<file path="src/rtl/fca_pkg.sv">
package fca_pkg;

    localparam logic [4:0] OFS_ENTRY  = 5'h00;
    localparam logic [4:0] OFS_CMD    = 5'h04;
    localparam logic [4:0] OFS_STAT   = 5'h08;
    localparam logic [4:0] OFS_ASTAT  = 5'h0C;
    localparam logic [4:0] OFS_OPTIME = 5'h10;

    localparam logic [15:0] MODE_READ = 16'h0000;
    localparam logic [15:0] MODE_CODE = 16'h0001;
    localparam logic [15:0] MODE_DATA = 16'h0080;

    localparam logic [7:0] OP_PROG     = 8'hE8;
    localparam logic [7:0] OP_DMA      = 8'hEA;
    localparam logic [7:0] OP_ERASE    = 8'h20;
    localparam logic [7:0] OP_SUSPEND  = 8'hB0;
    localparam logic [7:0] OP_RESUME   = 8'hD0;
    localparam logic [7:0] OP_CLEAR    = 8'h50;
    localparam logic [7:0] OP_STOP     = 8'hB3;
    localparam logic [7:0] OP_CHECK    = 8'h71;
    localparam logic [7:0] OP_CONFIG   = 8'h40;
    localparam logic [7:0] OP_LOCKPROG = 8'h77;
    localparam logic [7:0] OP_OTP      = 8'h45;

    localparam int ST_READY  = 15;
    localparam int ST_SUSPEND_READY_FLAG = 14;
    localparam int ST_ESUSP  = 13;
    localparam int ST_PSUSP  = 12;
    localparam int AS_LOCK   = 0;

    localparam int ERR_W       = 6;
    localparam int ERR_OTP     = 0;
    localparam int ERR_ILLEGAL = 1;
    localparam int ERR_ERASE   = 2;
    localparam int ERR_PROG    = 3;
    localparam int ERR_CONFIG  = 4;
    localparam int ERR_TABLE   = 5;

    localparam logic [15:0] OPTIME_RST  = 16'h0040;
    localparam logic [15:0] SUSP_CYCLES = 16'h0008;
    localparam logic [15:0] STOP_CYCLES = 16'h0004;

    typedef enum logic [3:0] {
        S_IDLE, S_PE_BUSY, S_SPECIAL, S_SUSPENDING, S_PROG_SUSP,
        S_ERASE_SUSP, S_PROG_IN_ESUSP, S_CHECK, S_STOPPING
    } fca_state_e;

    typedef enum logic [1:0] {V_ACCEPT, V_IGNORE, V_REJECT} fca_verdict_e;

    function automatic logic fca_ready(input fca_state_e s);
        return s inside {S_IDLE, S_PROG_SUSP, S_ERASE_SUSP};
    endfunction

    function automatic logic [ERR_W-1:0] fca_fault_flag(input logic [7:0] op);
        logic [ERR_W-1:0] f;
        f = '0;
        case (op)
            OP_ERASE:  f[ERR_ERASE] = 1'b1;
            OP_CONFIG: f[ERR_CONFIG] = 1'b1;
            OP_OTP:    f[ERR_OTP] = 1'b1;
            OP_CHECK:  f[ERR_TABLE] = 1'b1;
            default:   f[ERR_PROG] = 1'b1;
        endcase
        return f;
    endfunction

endpackage

</file>
<file path="src/rtl/fca_cmd_if.sv">
`timescale 1ns/1ps
interface fca_cmd_if;
    import fca_pkg::*;
    fca_state_e   state;
    logic         locked;
    logic [15:0]  mode;
    logic [7:0]   opcode;
    logic         same_block;
    fca_verdict_e verdict;
    modport seq (output state, locked, mode, opcode, same_block, input verdict);
    modport chk (input state, locked, mode, opcode, same_block, output verdict);
endinterface

</file>
<file path="src/rtl/fca_flash_seq.sv">
// Function
// - State readable in status, access-status registers
// - Command lock is OR of six errors
// - Entry value selects read, code, data mode
// - Each mode permits its own command set
// - Unacknowledged command locks; ignored one does nothing
// - P/E busy: suspend ready, only suspend and stop taken
// - Special ops busy: all P/E commands rejected
// - Suspending takes only stop; suspended accepts resume
// - Erase suspended accepts programming elsewhere
// - No programming into the erase-suspended block
// - Check or lock read keeps suspend flags
// - Locked rejects work; ready suspend ignored
// - Forced stop busy rejects all but stop
// - Idle ready; suspend ignored; DMA data only
// - Ready rising raises completion interrupt pulse
//
// The implementer's own choices: the Avalon-MM interface to the registers and the register offsets.
`timescale 1ns/1ps
module fca_flash_seq
    import fca_pkg::*;
(
    input  wire logic        mclk,
    input  wire logic        rst,
    input  wire logic [4:0]  avs_address,
    input  wire logic        avs_read,
    input  wire logic        avs_write,
    input  wire logic [31:0] avs_writedata,
    output logic      [31:0] avs_readdata,
    output logic             avs_waitrequest,
    input  wire logic        array_fault,
    output logic             sequencer_done_interrupt
);

    fca_state_e       state_reg;
    fca_state_e       ret_reg;
    fca_state_e       start_state;
    logic [15:0]      cnt_reg;
    logic [15:0]      saved_cnt_reg;
    logic [7:0]       op_reg;
    logic [7:0]       saved_op_reg;
    logic [7:0]       blk_reg;
    logic             psusp_reg;
    logic             esusp_reg;
    logic [ERR_W-1:0] err_reg;
    logic [ERR_W-1:0] err_set;
    logic             err_clr;
    logic [15:0]      pe_mode_entry_reg;
    logic [15:0]      optime_reg;
    logic             prev_rdy_reg;
    logic             ready_w;
    logic             suspend_ready_flag_w;
    logic             lock_w;
    logic             busy_w;
    logic             wr_go;
    logic             cmd_wr;
    logic             cmd_acc;
    logic             done_w;
    logic             fault_done;
    logic             stop_done;
    logic [7:0]       cmd_op;
    logic [7:0]       cmd_blk;
    logic [31:0]      sequencer_status_reg;
    logic [31:0]      access_status_reg;
    logic [31:0]      rd_word;

    fca_cmd_if cif ();

    fca_accept u_accept
    (
        .cif (cif.chk)
    );

    assign cmd_op          = avs_writedata[7:0];
    assign cmd_blk         = avs_writedata[15:8];
    assign wr_go           = avs_write && !avs_waitrequest;
    assign cmd_wr          = wr_go && avs_address == OFS_CMD;
    assign cmd_acc         = cmd_wr && cif.verdict == V_ACCEPT;
    assign ready_w         = fca_ready(state_reg);
    assign busy_w          = !ready_w;
    assign lock_w          = |err_reg;
    assign suspend_ready_flag_w        = state_reg == S_PE_BUSY && !lock_w;
    assign done_w          = busy_w && cnt_reg == 16'h0000 && !cmd_acc;
    assign stop_done       = done_w && state_reg == S_STOPPING;
    assign fault_done      = done_w && array_fault
                             && !(state_reg inside {S_SUSPENDING, S_STOPPING});

    assign cif.state      = state_reg;
    assign cif.locked     = lock_w;
    assign cif.mode       = pe_mode_entry_reg;
    assign cif.opcode     = cmd_op;
    assign cif.same_block = cmd_blk == blk_reg;

    // Register file seen by software
    always_comb
    begin
        sequencer_status_reg = '0;
        sequencer_status_reg[ST_READY] = ready_w;
        sequencer_status_reg[ST_SUSPEND_READY_FLAG] = suspend_ready_flag_w;
        sequencer_status_reg[ST_ESUSP] = esusp_reg;
        sequencer_status_reg[ST_PSUSP] = psusp_reg;
        sequencer_status_reg[ERR_W-1:0] = err_reg;
        access_status_reg = '0;
        access_status_reg[AS_LOCK] = lock_w;
    end

    always_comb
    begin
        case (avs_address)
            OFS_ENTRY:  rd_word = {16'h0000, pe_mode_entry_reg};
            OFS_STAT:   rd_word = sequencer_status_reg;
            OFS_ASTAT:  rd_word = access_status_reg;
            OFS_OPTIME: rd_word = {16'h0000, optime_reg};
            default:    rd_word = 32'h0000_0000;
        endcase
    end

    // One wait state per access keeps read data a flop output
    always_ff @(posedge mclk or posedge rst)
    begin
        if (rst)
        begin
            avs_waitrequest <= 1'b1;
            avs_readdata    <= 32'h0000_0000;
        end
        else if ((avs_read || avs_write) && avs_waitrequest)
        begin
            avs_waitrequest <= 1'b0;
            avs_readdata    <= avs_read ? rd_word : 32'h0000_0000;
        end
        else
        begin
            avs_waitrequest <= 1'b1;
        end
    end

    // Mode entry accepts only the three legal codes
    always_ff @(posedge mclk or posedge rst)
    begin
        if (rst)
        begin
            pe_mode_entry_reg <= MODE_READ;
            optime_reg        <= OPTIME_RST;
        end
        else if (wr_go)
        begin
            if (avs_address == OFS_ENTRY && avs_writedata[15:0] inside
                {MODE_READ, MODE_CODE, MODE_DATA})
                pe_mode_entry_reg <= avs_writedata[15:0];
            if (avs_address == OFS_OPTIME)
                optime_reg <= avs_writedata[15:0];
        end
    end

    always_comb
    begin
        case (cmd_op)
            OP_PROG:
                start_state = (state_reg == S_ERASE_SUSP) ? S_PROG_IN_ESUSP : S_PE_BUSY;
            OP_DMA:
                start_state = (state_reg == S_ERASE_SUSP) ? S_PROG_IN_ESUSP : S_SPECIAL;
            OP_ERASE:
                start_state = S_PE_BUSY;
            OP_CHECK:
                start_state = S_CHECK;
            default:
                start_state = S_SPECIAL;
        endcase
    end

    // Sequencer; ret_reg holds where a finished job goes back to
    always_ff @(posedge mclk or posedge rst)
    begin
        if (rst)
        begin
            state_reg     <= S_IDLE;
            ret_reg       <= S_IDLE;
            cnt_reg       <= 16'h0000;
            saved_cnt_reg <= 16'h0000;
            op_reg        <= 8'h00;
            saved_op_reg  <= 8'h00;
            blk_reg       <= 8'h00;
            psusp_reg     <= 1'b0;
            esusp_reg     <= 1'b0;
        end
        else if (cmd_acc)
        begin
            case (cmd_op)
                OP_SUSPEND:
                begin
                    saved_cnt_reg <= cnt_reg;
                    saved_op_reg  <= op_reg;
                    cnt_reg       <= SUSP_CYCLES;
                    state_reg     <= S_SUSPENDING;
                end
                OP_RESUME:
                begin
                    cnt_reg   <= saved_cnt_reg;
                    op_reg    <= saved_op_reg;
                    ret_reg   <= S_IDLE;
                    state_reg <= S_PE_BUSY;
                    psusp_reg <= 1'b0;
                    esusp_reg <= 1'b0;
                end
                OP_STOP:
                begin
                    cnt_reg   <= STOP_CYCLES;
                    state_reg <= S_STOPPING;
                    psusp_reg <= 1'b0;
                    esusp_reg <= 1'b0;
                end
                OP_CLEAR:
                begin
                    cnt_reg <= cnt_reg;
                end
                default:
                begin
                    cnt_reg   <= optime_reg;
                    op_reg    <= cmd_op;
                    ret_reg   <= state_reg;
                    state_reg <= start_state;
                    if (cmd_op == OP_ERASE)
                        blk_reg <= cmd_blk;
                end
            endcase
        end
        else if (busy_w && cnt_reg != 16'h0000)
        begin
            cnt_reg <= cnt_reg - 16'h0001;
        end
        else if (busy_w)
        begin
            case (state_reg)
                S_SUSPENDING:
                begin
                    if (saved_op_reg == OP_ERASE)
                    begin
                        esusp_reg <= 1'b1;
                        state_reg <= S_ERASE_SUSP;
                    end
                    else
                    begin
                        psusp_reg <= 1'b1;
                        state_reg <= S_PROG_SUSP;
                    end
                end
                S_STOPPING:
                begin
                    ret_reg   <= S_IDLE;
                    state_reg <= S_IDLE;
                end
                default:
                begin
                    state_reg <= ret_reg;
                end
            endcase
        end
    end

    // A new error wins over a clear in the same cycle
    always_comb
    begin
        err_set = '0;
        if (cmd_wr && cif.verdict == V_REJECT)
            err_set[ERR_ILLEGAL] = 1'b1;
        if (fault_done)
            err_set = err_set | fca_fault_flag(op_reg);
        err_clr = (cmd_acc && cmd_op == OP_CLEAR) || stop_done;
    end

    always_ff @(posedge mclk or posedge rst)
    begin
        if (rst)
            err_reg <= '0;
        else
            err_reg <= (err_reg & ~{ERR_W{err_clr}}) | err_set;
    end

    // Reset value 1 so leaving reset gives no spurious pulse
    always_ff @(posedge mclk or posedge rst)
    begin
        if (rst)
        begin
            prev_rdy_reg             <= 1'b1;
            sequencer_done_interrupt <= 1'b0;
        end
        else
        begin
            prev_rdy_reg             <= ready_w;
            sequencer_done_interrupt <= ready_w && !prev_rdy_reg;
        end
    end
endmodule // fca_flash_seq

</file>
<file path="src/rtl/fca_accept.sv">
`timescale 1ns/1ps
module fca_accept
    import fca_pkg::*;
(
    fca_cmd_if.chk cif
);

    logic rdy;
    logic allowed;
    logic [7:0] op;

    always_comb
    begin
        op  = cif.opcode;
        rdy = fca_ready(cif.state);
        case (cif.mode)
            MODE_CODE: allowed = op inside {OP_PROG, OP_ERASE, OP_SUSPEND, OP_RESUME,
                                            OP_CLEAR, OP_STOP, OP_LOCKPROG, OP_CHECK};
            MODE_DATA: allowed = op inside {OP_PROG, OP_DMA, OP_ERASE, OP_SUSPEND,
                                            OP_RESUME, OP_CLEAR, OP_STOP, OP_CHECK,
                                            OP_CONFIG, OP_OTP};
            default:   allowed = 1'b0;
        endcase
    end

    always_comb
    begin
        cif.verdict = V_REJECT;
        if (!allowed)
            cif.verdict = V_REJECT;
        else if (op == OP_STOP)
            cif.verdict = V_ACCEPT;
        else if (op == OP_CLEAR)
            cif.verdict = rdy ? V_ACCEPT : V_REJECT;
        else if (cif.locked)
            cif.verdict = (op == OP_SUSPEND && rdy) ? V_IGNORE : V_REJECT;
        else
        begin
            case (cif.state)
                S_IDLE:
                    if (op == OP_SUSPEND)
                        cif.verdict = V_IGNORE;
                    else if (op != OP_RESUME)
                        cif.verdict = V_ACCEPT;
                S_PE_BUSY:
                    if (op == OP_SUSPEND)
                        cif.verdict = V_ACCEPT;
                S_PROG_SUSP:
                    if (op == OP_RESUME || op == OP_CHECK)
                        cif.verdict = V_ACCEPT;
                S_ERASE_SUSP:
                    if (op == OP_RESUME || op == OP_CHECK)
                        cif.verdict = V_ACCEPT;
                    else if ((op == OP_PROG || op == OP_DMA) && !cif.same_block)
                        cif.verdict = V_ACCEPT;
                default:
                    cif.verdict = V_REJECT;
            endcase
        end
    end

endmodule // fca_accept

</file>
<file path="config.mk">
export PLATFORM = sky130hd
export DESIGN_NAME = fca_flash_seq
export DESIGN_NICKNAME = d
export VERILOG_FILES = /design/src/rtl/fca_pkg.sv /design/src/rtl/fca_cmd_if.sv /design/src/rtl/fca_flash_seq.sv /design/src/rtl/fca_accept.sv
export SDC_FILE = /design/constraint.sdc
export NUM_CORES = 1
export LEC_CHECK = 0
export BUFFER_PORTS_ARGS = -buffer_cell sky130_fd_sc_hd__buf_2
export CAP_MARGIN = 20
export CORE_MARGIN = 2
export CORE_UTILIZATION = 40
export DETAILED_ROUTE_END_ITERATION = 6
export MAX_ROUTING_LAYER = met4
export PLACE_DENSITY = 0.55
export SLEW_MARGIN = 10
export SYNTH_ARGS = -nofsm -noshare
export SYNTH_HDL_FRONTEND = slang
export SYNTH_HIERARCHICAL = 1
export SYNTH_SLANG_ARGS = --single-unit
</file>
<file path="constraint.sdc">
create_clock -name mclk -period 4.6 [get_ports mclk]
set_input_delay 0.69 -clock mclk [delete_from_list [all_inputs] [get_ports mclk]]
set_output_delay 0.69 -clock mclk [all_outputs]
set_load 0.02 [all_outputs]
</file>
==> Yosys cells after proc, flatten, opt, wreduce, memory -nomap -nowiden <==
Index checks and enable logic that the tools add are counted.
{ "word_totals": {"output_inout_bits": 34, "elab_cells": 177, "reg_bits": 139, "inputBits": 42} }
{ "classes": {"n_reduce_logical": 58, "eq_ne": 38, "addsub": 1, "bitwise_logic": 6, "muxes": 58} }
{ "op_table": {"columns": ["op", "count"], "rows": [
  ["case mux 16 bit (4 select lines)", 2],
  ["equality test 8 x 7 -> 1 bit, second input constant", 8],
  ["equality test 8 bit, second input constant", 5],
  ["equality test 16 x 1 -> 1 bit, second input constant", 2],
  ["equality test 16 x 8 -> 1 bit, second input constant", 2],
  ["logical NOT 16 bit", 2],
  ["two-way mux 16 bit", 2],
  ["two-way mux 32 bit", 1],
  ["two-way mux 4 bit", 7],
  ["equality test 8 x 6 -> 1 bit, second input constant", 3],
  ["two-way mux 1 bit", 24],
  ["two-way mux 2 bit", 12],
  ["logical AND 1 bit", 17],
  ["case mux 4 bit (2 select lines)", 2],
  ["case mux 4 bit (4 select lines)", 1],
  ["case mux 8 bit (2 select lines)", 1],
  ["nonzero test 16 bit", 1],
  ["subtractor 16 x 1 -> 16 bit, second input constant", 1],
  ["case mux 3 bit (4 select lines)", 1],
  ["equality test 5 x 4 -> 1 bit, second input constant", 2],
  ["!= test 2 bit, second input constant", 5],
  ["AND reduction 2 bit", 5],
  ["AND reduction 5 bit", 2],
  ["nonzero test 10 bit", 1],
  ["other kinds (33)", 52]
]} }

==> Depth between registers and ports, before layout <==
{ "logic_depth": {"ltp_word": 20, "mapped_depth": 13, "depth_no_buf": 11} }

==> By module <==
Netlist, hierarchy kept.
{ "modules_own_cells": {"columns": ["mod", "area_per_inst_um2", "seq_area_each_um2", "cells_each", "instances"], "rows": [
  ["fca_flash_seq", 6428.7, 3081.7, 587, 1],
  ["fca_accept", 376.6, 0.0, 57, 1]
]} }

==> Worst setup path after synthesis <==
OpenSTA, ideal clock, no wires.
{ "synth_path": {"kind": "input port to flip-flop", "start": "in avs_writedata[1]", "end": "reg blk_reg[0]", "setup_time_ns": 0.125, "path_stages": 11, "slack_ns": 1.345, "t_required_ns": 4.475, "arrival_ns": 3.130, "n_path_buf": 2, "path_cell_list": "buf_4 -> or4_4 -> or2_1 -> a21oi_1 -> o32ai_1 -> a21o_1 -> and4b_1 -> clkbuf_1 -> nand3_1 -> nor2_4 -> mux2_2"} }
{ "synth_via": {"elab_chain_cells": 13, "elab_cells_between_ends": 36, "cone_classes": "eq/ne (12); mux (13); bitwise (1); reduce/logical (10)"} }
{ "synth_rtl": {"columns": ["element", "line", "rtl"], "rows": [
  ["from (decl)", "fca_flash_seq.sv:28", "input wire logic [31:0] avs_writedata,"],
  ["equality test 8 bit (on tied branches)", "fca_accept.sv:17, fca_accept.sv:19, fca_accept.sv:54", null],
  ["logical OR 1 bit", "fca_accept.sv:54", "else if ((op == OP_PROG || op == OP_DMA) && !cif.same_block)"],
  ["logical AND 1 bit", "fca_accept.sv:54", null],
  ["two-way mux 2 bit", "fca_accept.sv:54", null],
  ["two-way mux 2 bit", "fca_accept.sv:52", "if (op == OP_RESUME || op == OP_CHECK)"],
  ["case mux 2 bit (4 select lines)", "fca_accept.sv:39", "case (cif.state)"],
  ["two-way mux 2 bit", "fca_accept.sv:35", "else if (cif.locked)"],
  ["two-way mux 2 bit", "fca_accept.sv:33", "else if (op == OP_CLEAR)"],
  ["two-way mux 2 bit", "fca_accept.sv:31", "else if (op == OP_STOP)"],
  ["two-way mux 2 bit *", "fca_accept.sv:29", "if (!allowed)"],
  ["via cif.verdict[1]", "fca_cmd_if.sv:9", "fca_verdict_e verdict;"],
  ["logical NOT 2 bit *", "fca_flash_seq.sv:78", "assign cmd_acc = cmd_wr && cif.verdict == V_ACCEPT;"],
  ["logical AND 1 bit *", "fca_flash_seq.sv:78", null],
  ["AND reduction 3 bit (no source line) *", null, null],
  ["to (signal assigned)", "fca_flash_seq.sv:223", "blk_reg <= cmd_blk;"],
  ["to (decl)", "fca_flash_seq.sv:42", "logic [7:0] blk_reg;"]
]} }
The timed path passes the listed nets; every way through them passes the cells marked *.
A chain may end at the register's enable or synchronous reset.

==> Final worst setup path <==
{ "layout_path": {"start": "in avs_writedata[0]", "end": "reg cnt_reg[10]"} }
{ "layout_via": {"elab_cells_between_ends": 38, "cone_classes": "eq/ne (13); mux (15); reduce/logical (10)"} }
{ "layout_rtl": {"columns": ["element", "line", "rtl"], "rows": [
  ["equality test 8 bit / equality test 8 x 7 -> 1 bit (equally long branches)", "fca_accept.sv:17, fca_accept.sv:19, fca_accept.sv:52", null],
  ["logical OR 1 bit", "fca_accept.sv:52", null],
  ["two-way mux 2 bit", "fca_accept.sv:52", null],
  ["case mux 2 bit (4 select lines)", "fca_accept.sv:39", null],
  ["two-way mux 2 bit", "fca_accept.sv:35", null],
  ["two-way mux 2 bit", "fca_accept.sv:33", null],
  ["two-way mux 2 bit", "fca_accept.sv:31", null],
  ["two-way mux 2 bit *", "fca_accept.sv:29", null],
  ["via cif.verdict[0]", "fca_cmd_if.sv:9", null],
  ["logical NOT 2 bit *", "fca_flash_seq.sv:78", null],
  ["logical AND 1 bit *", "fca_flash_seq.sv:78", null],
  ["!= test 2 bit (no source line) / nonzero test 2 bit (equally long branches)", null, null],
  ["AND reduction 2 bit (no source line)", null, null],
  ["to (signal assigned)", "fca_flash_seq.sv:198", "cnt_reg <= saved_cnt_reg;"],
  ["to (signal assigned)", "fca_flash_seq.sv:214", "cnt_reg <= cnt_reg;"],
  ["to (signal assigned)", "fca_flash_seq.sv:218", "cnt_reg <= optime_reg;"],
  ["to (decl)", "fca_flash_seq.sv:38", "logic [15:0] cnt_reg;"]
]} }
Marks and branches as above.

==> run metrics <==
status=finished clean; cts hold-fix bufs=0; most used routing layer=met2; synthesized area=6810 um^2; Leakage Power=3.44 nW; first-pass GRT wire length=31.2 mm; WL final=19.3 mm; R2R depth=11; final number of max-transition violations=0; HP Class=in2async; share of layout cells above drive strength 1=0.240; I/O pins=76; largest area contributor in the netlist=dfrtp_1; synthesized instance count=644; Max Fanout on Critical Path=21; FILL cells=1555; total CTS buffers=17; initial core utilization=0.410; minimum clock period=~3.5 ns; final hold vios=0; grt met2 use=0.357; die width=134 um; CTS tree=built; post-DP HPWL=13.7 mm; grt ovf=0; Cell variety after synth=77; # clock sinks=~120; Yosys reg bits=123; ranking of synthesized cells by area=dfrtp_1 (44%), mux2_2 (9.6%), buf_4 (2.5%); Clock Path Buffers=2; syn avg cell area=10.6 um^2; DR iter-0 viols=513; critical path type=in2reg; PortBufs=43; drt pass-1 iters=5; total power=0.00272 W; critical path launch point type=primary input; # Post-CTS Setup Buffers=0; peak supply drop=0.287 mV; clk_lat worst skew=~0.43 ns; final antenna diode count=0; met3 GRT Util=0.0506; Slew headroom=0.415; Seq/Total Area, Yosys=0.453; Power Density=about 350 nW/um^2; number of global-route vias before repair=5586; # rows=47; largest net degree at the start of global routing=64; core area=16600 um^2; Post-synth EDFFs=0; DRC viols=0; final setup TNS=0 ns; initial antenna violation count=0; CP Data Required Time=4.88 ns; RSZ-0062 raised after global routing=no; Synth top area share=0.441; Clk pin slew, worst setup/hold paths=0.06 ns; met1 Usage GRT=0.304; Synth-to-Final Area Change=13.8%; top-count cell post-synth=dfrtp_1; Vias/cell=between 6 and 7; total number of vias=5501; H-tree depth=4; WL/cell=21.1 um; CTS resizes=0; final setup vio count=0; worst reg2reg setup slack=1.25 ns; highest clock rate=approximately 280 MHz; MaxCap Viol Count=0; DIE AREA=18100 um^2; CTS root buffer=clkbuf_16; GRT Overall Usage=0.233; Post-synth ARST share=1.00; final worst path period share=0.770; die height=134 um; Max Clock Skew=0.00794 ns; Crit. End Element=register; Post-synth top cells=dfrtp_1 (120), mux2_2 (58), nand2_1 (35); Final #Nets=724; antenna violation net count after detailed routing=0; Syn. warnings=6; slew of the pin with the lowest slew margin=approximately 0.88 ns; Critical Path AT=3.83 ns; top_reg_cell synth=dfrtp_1; GPL Wtd Cong=0.889
-- cell usage in the layout, fill, tap and decap left out, types with 4 or more instances in the layout --
cell,n
conb_1,16
clkbuf_16,17
nor4b_1,6
nor4_1,16
nand4_1,8
o2bb2ai_1,19
xnor2_1,10
a221oi_1,4
or3_1,4
a31oi_1,7
mux2_2,58
dfrtp_1,120
nor2_1,27
nand3b_1,4
o21ai_0,27
inv_1,12
or4_1,4
xor2_1,4
nand2_1,35
bufinv_16,4
a22o_1,12
nand2b_1,7
o22ai_1,4
nor3b_1,7
buf_2,43
nor3_1,23
mux2i_1,17
nor2b_1,15
buf_4,12
and3_1,13
a21oi_1,21
nand3_1,16
o32ai_1,5
and2_1,8
nand4b_1,6
a211oi_1,10
-- final timing paths --
check / startpoint / endpoint
min reg2reg: avs_readdata[6] / avs_readdata[6]
max in group asynchronous: rst / optime_reg[6]
max reg2reg: cif.mode[1] / cnt_reg[10]
max: avs_writedata[0] / cnt_reg[10]
min: rst / avs_readdata[9]
min in group mclk: avs_readdata[6] / avs_readdata[6]
-- stage by stage --
stage                     hold WS (ns)  std cells  setup slack, ns  utilization  area, um^2
final                            0.409        911             1.06        0.467        7750
after global routing             0.475        911            0.814        0.467        7750
after CTS                        0.444        911             1.11        0.467        7740
after detailed placement         0.470        881            0.667        0.429        7120
after global placement           0.460        881            0.776        0.429        7120
after floorplan                  0.457        659            0.644            -        6860
-- critical path: stages --
cell and delay, ns:
buf_2 0.24, nor4b_1 0.50, nand3b_1 0.15, a32oi_1 0.30, o31ai_1 0.14, nor3_1 0.30
nor4b_1 0.11, and4b_1 0.31, and2_1 0.25, buf_4 0.21, nor2_1 0.44, o32ai_1 0.17
-- cell families after synthesis --
kind of cell             count (synthesis)  share of synthesized area
AO/OA/AOI/OAI                          139                      0.148
XOR/XNOR                                14                     0.0180
adder cells (fa/ha/maj)                  2                    0.00368
buffers and inverters                   66                     0.0548
flip-flops                             123                      0.453
multiplexers                            75                      0.121
other                                    1                   0.000551
AND/OR/NAND/NOR                        224                      0.201
-- layout make-up --
cell class	count	area [um^2]	area share
sequential	123	3080	0.398
tap	220	275	0.0355
timing repair buffer	55	305	0.0394
clock buffer	19	453	0.0585
multi-input combinational	470	3410	0.440
clock inverter	11	170	0.0220
inverter	13	51.3	0.00662
-- report_power, final --
group / switching (W) / internal, W / total (W) / leakage (nW)
Sequential: 0.0000303 / 0.00111 / 0.00114 / 1.68
Combinational: 0.000109 / 0.0000515 / 0.000160 / 1.46
Clock: 0.000497 / 0.000926 / 0.00142 / 0.297
Total: 0.000636 / 0.00209 / 0.00272 / 3.44
-- layer usage --
metal,vias to the layer above,part of all wire
met3,35,0.065
met5,-,0
met2,221,0.48
met1,2782,0.43
met4,0,0.023
li1,2463,-
Note: power is estimated with default switching activity, not from simulation.
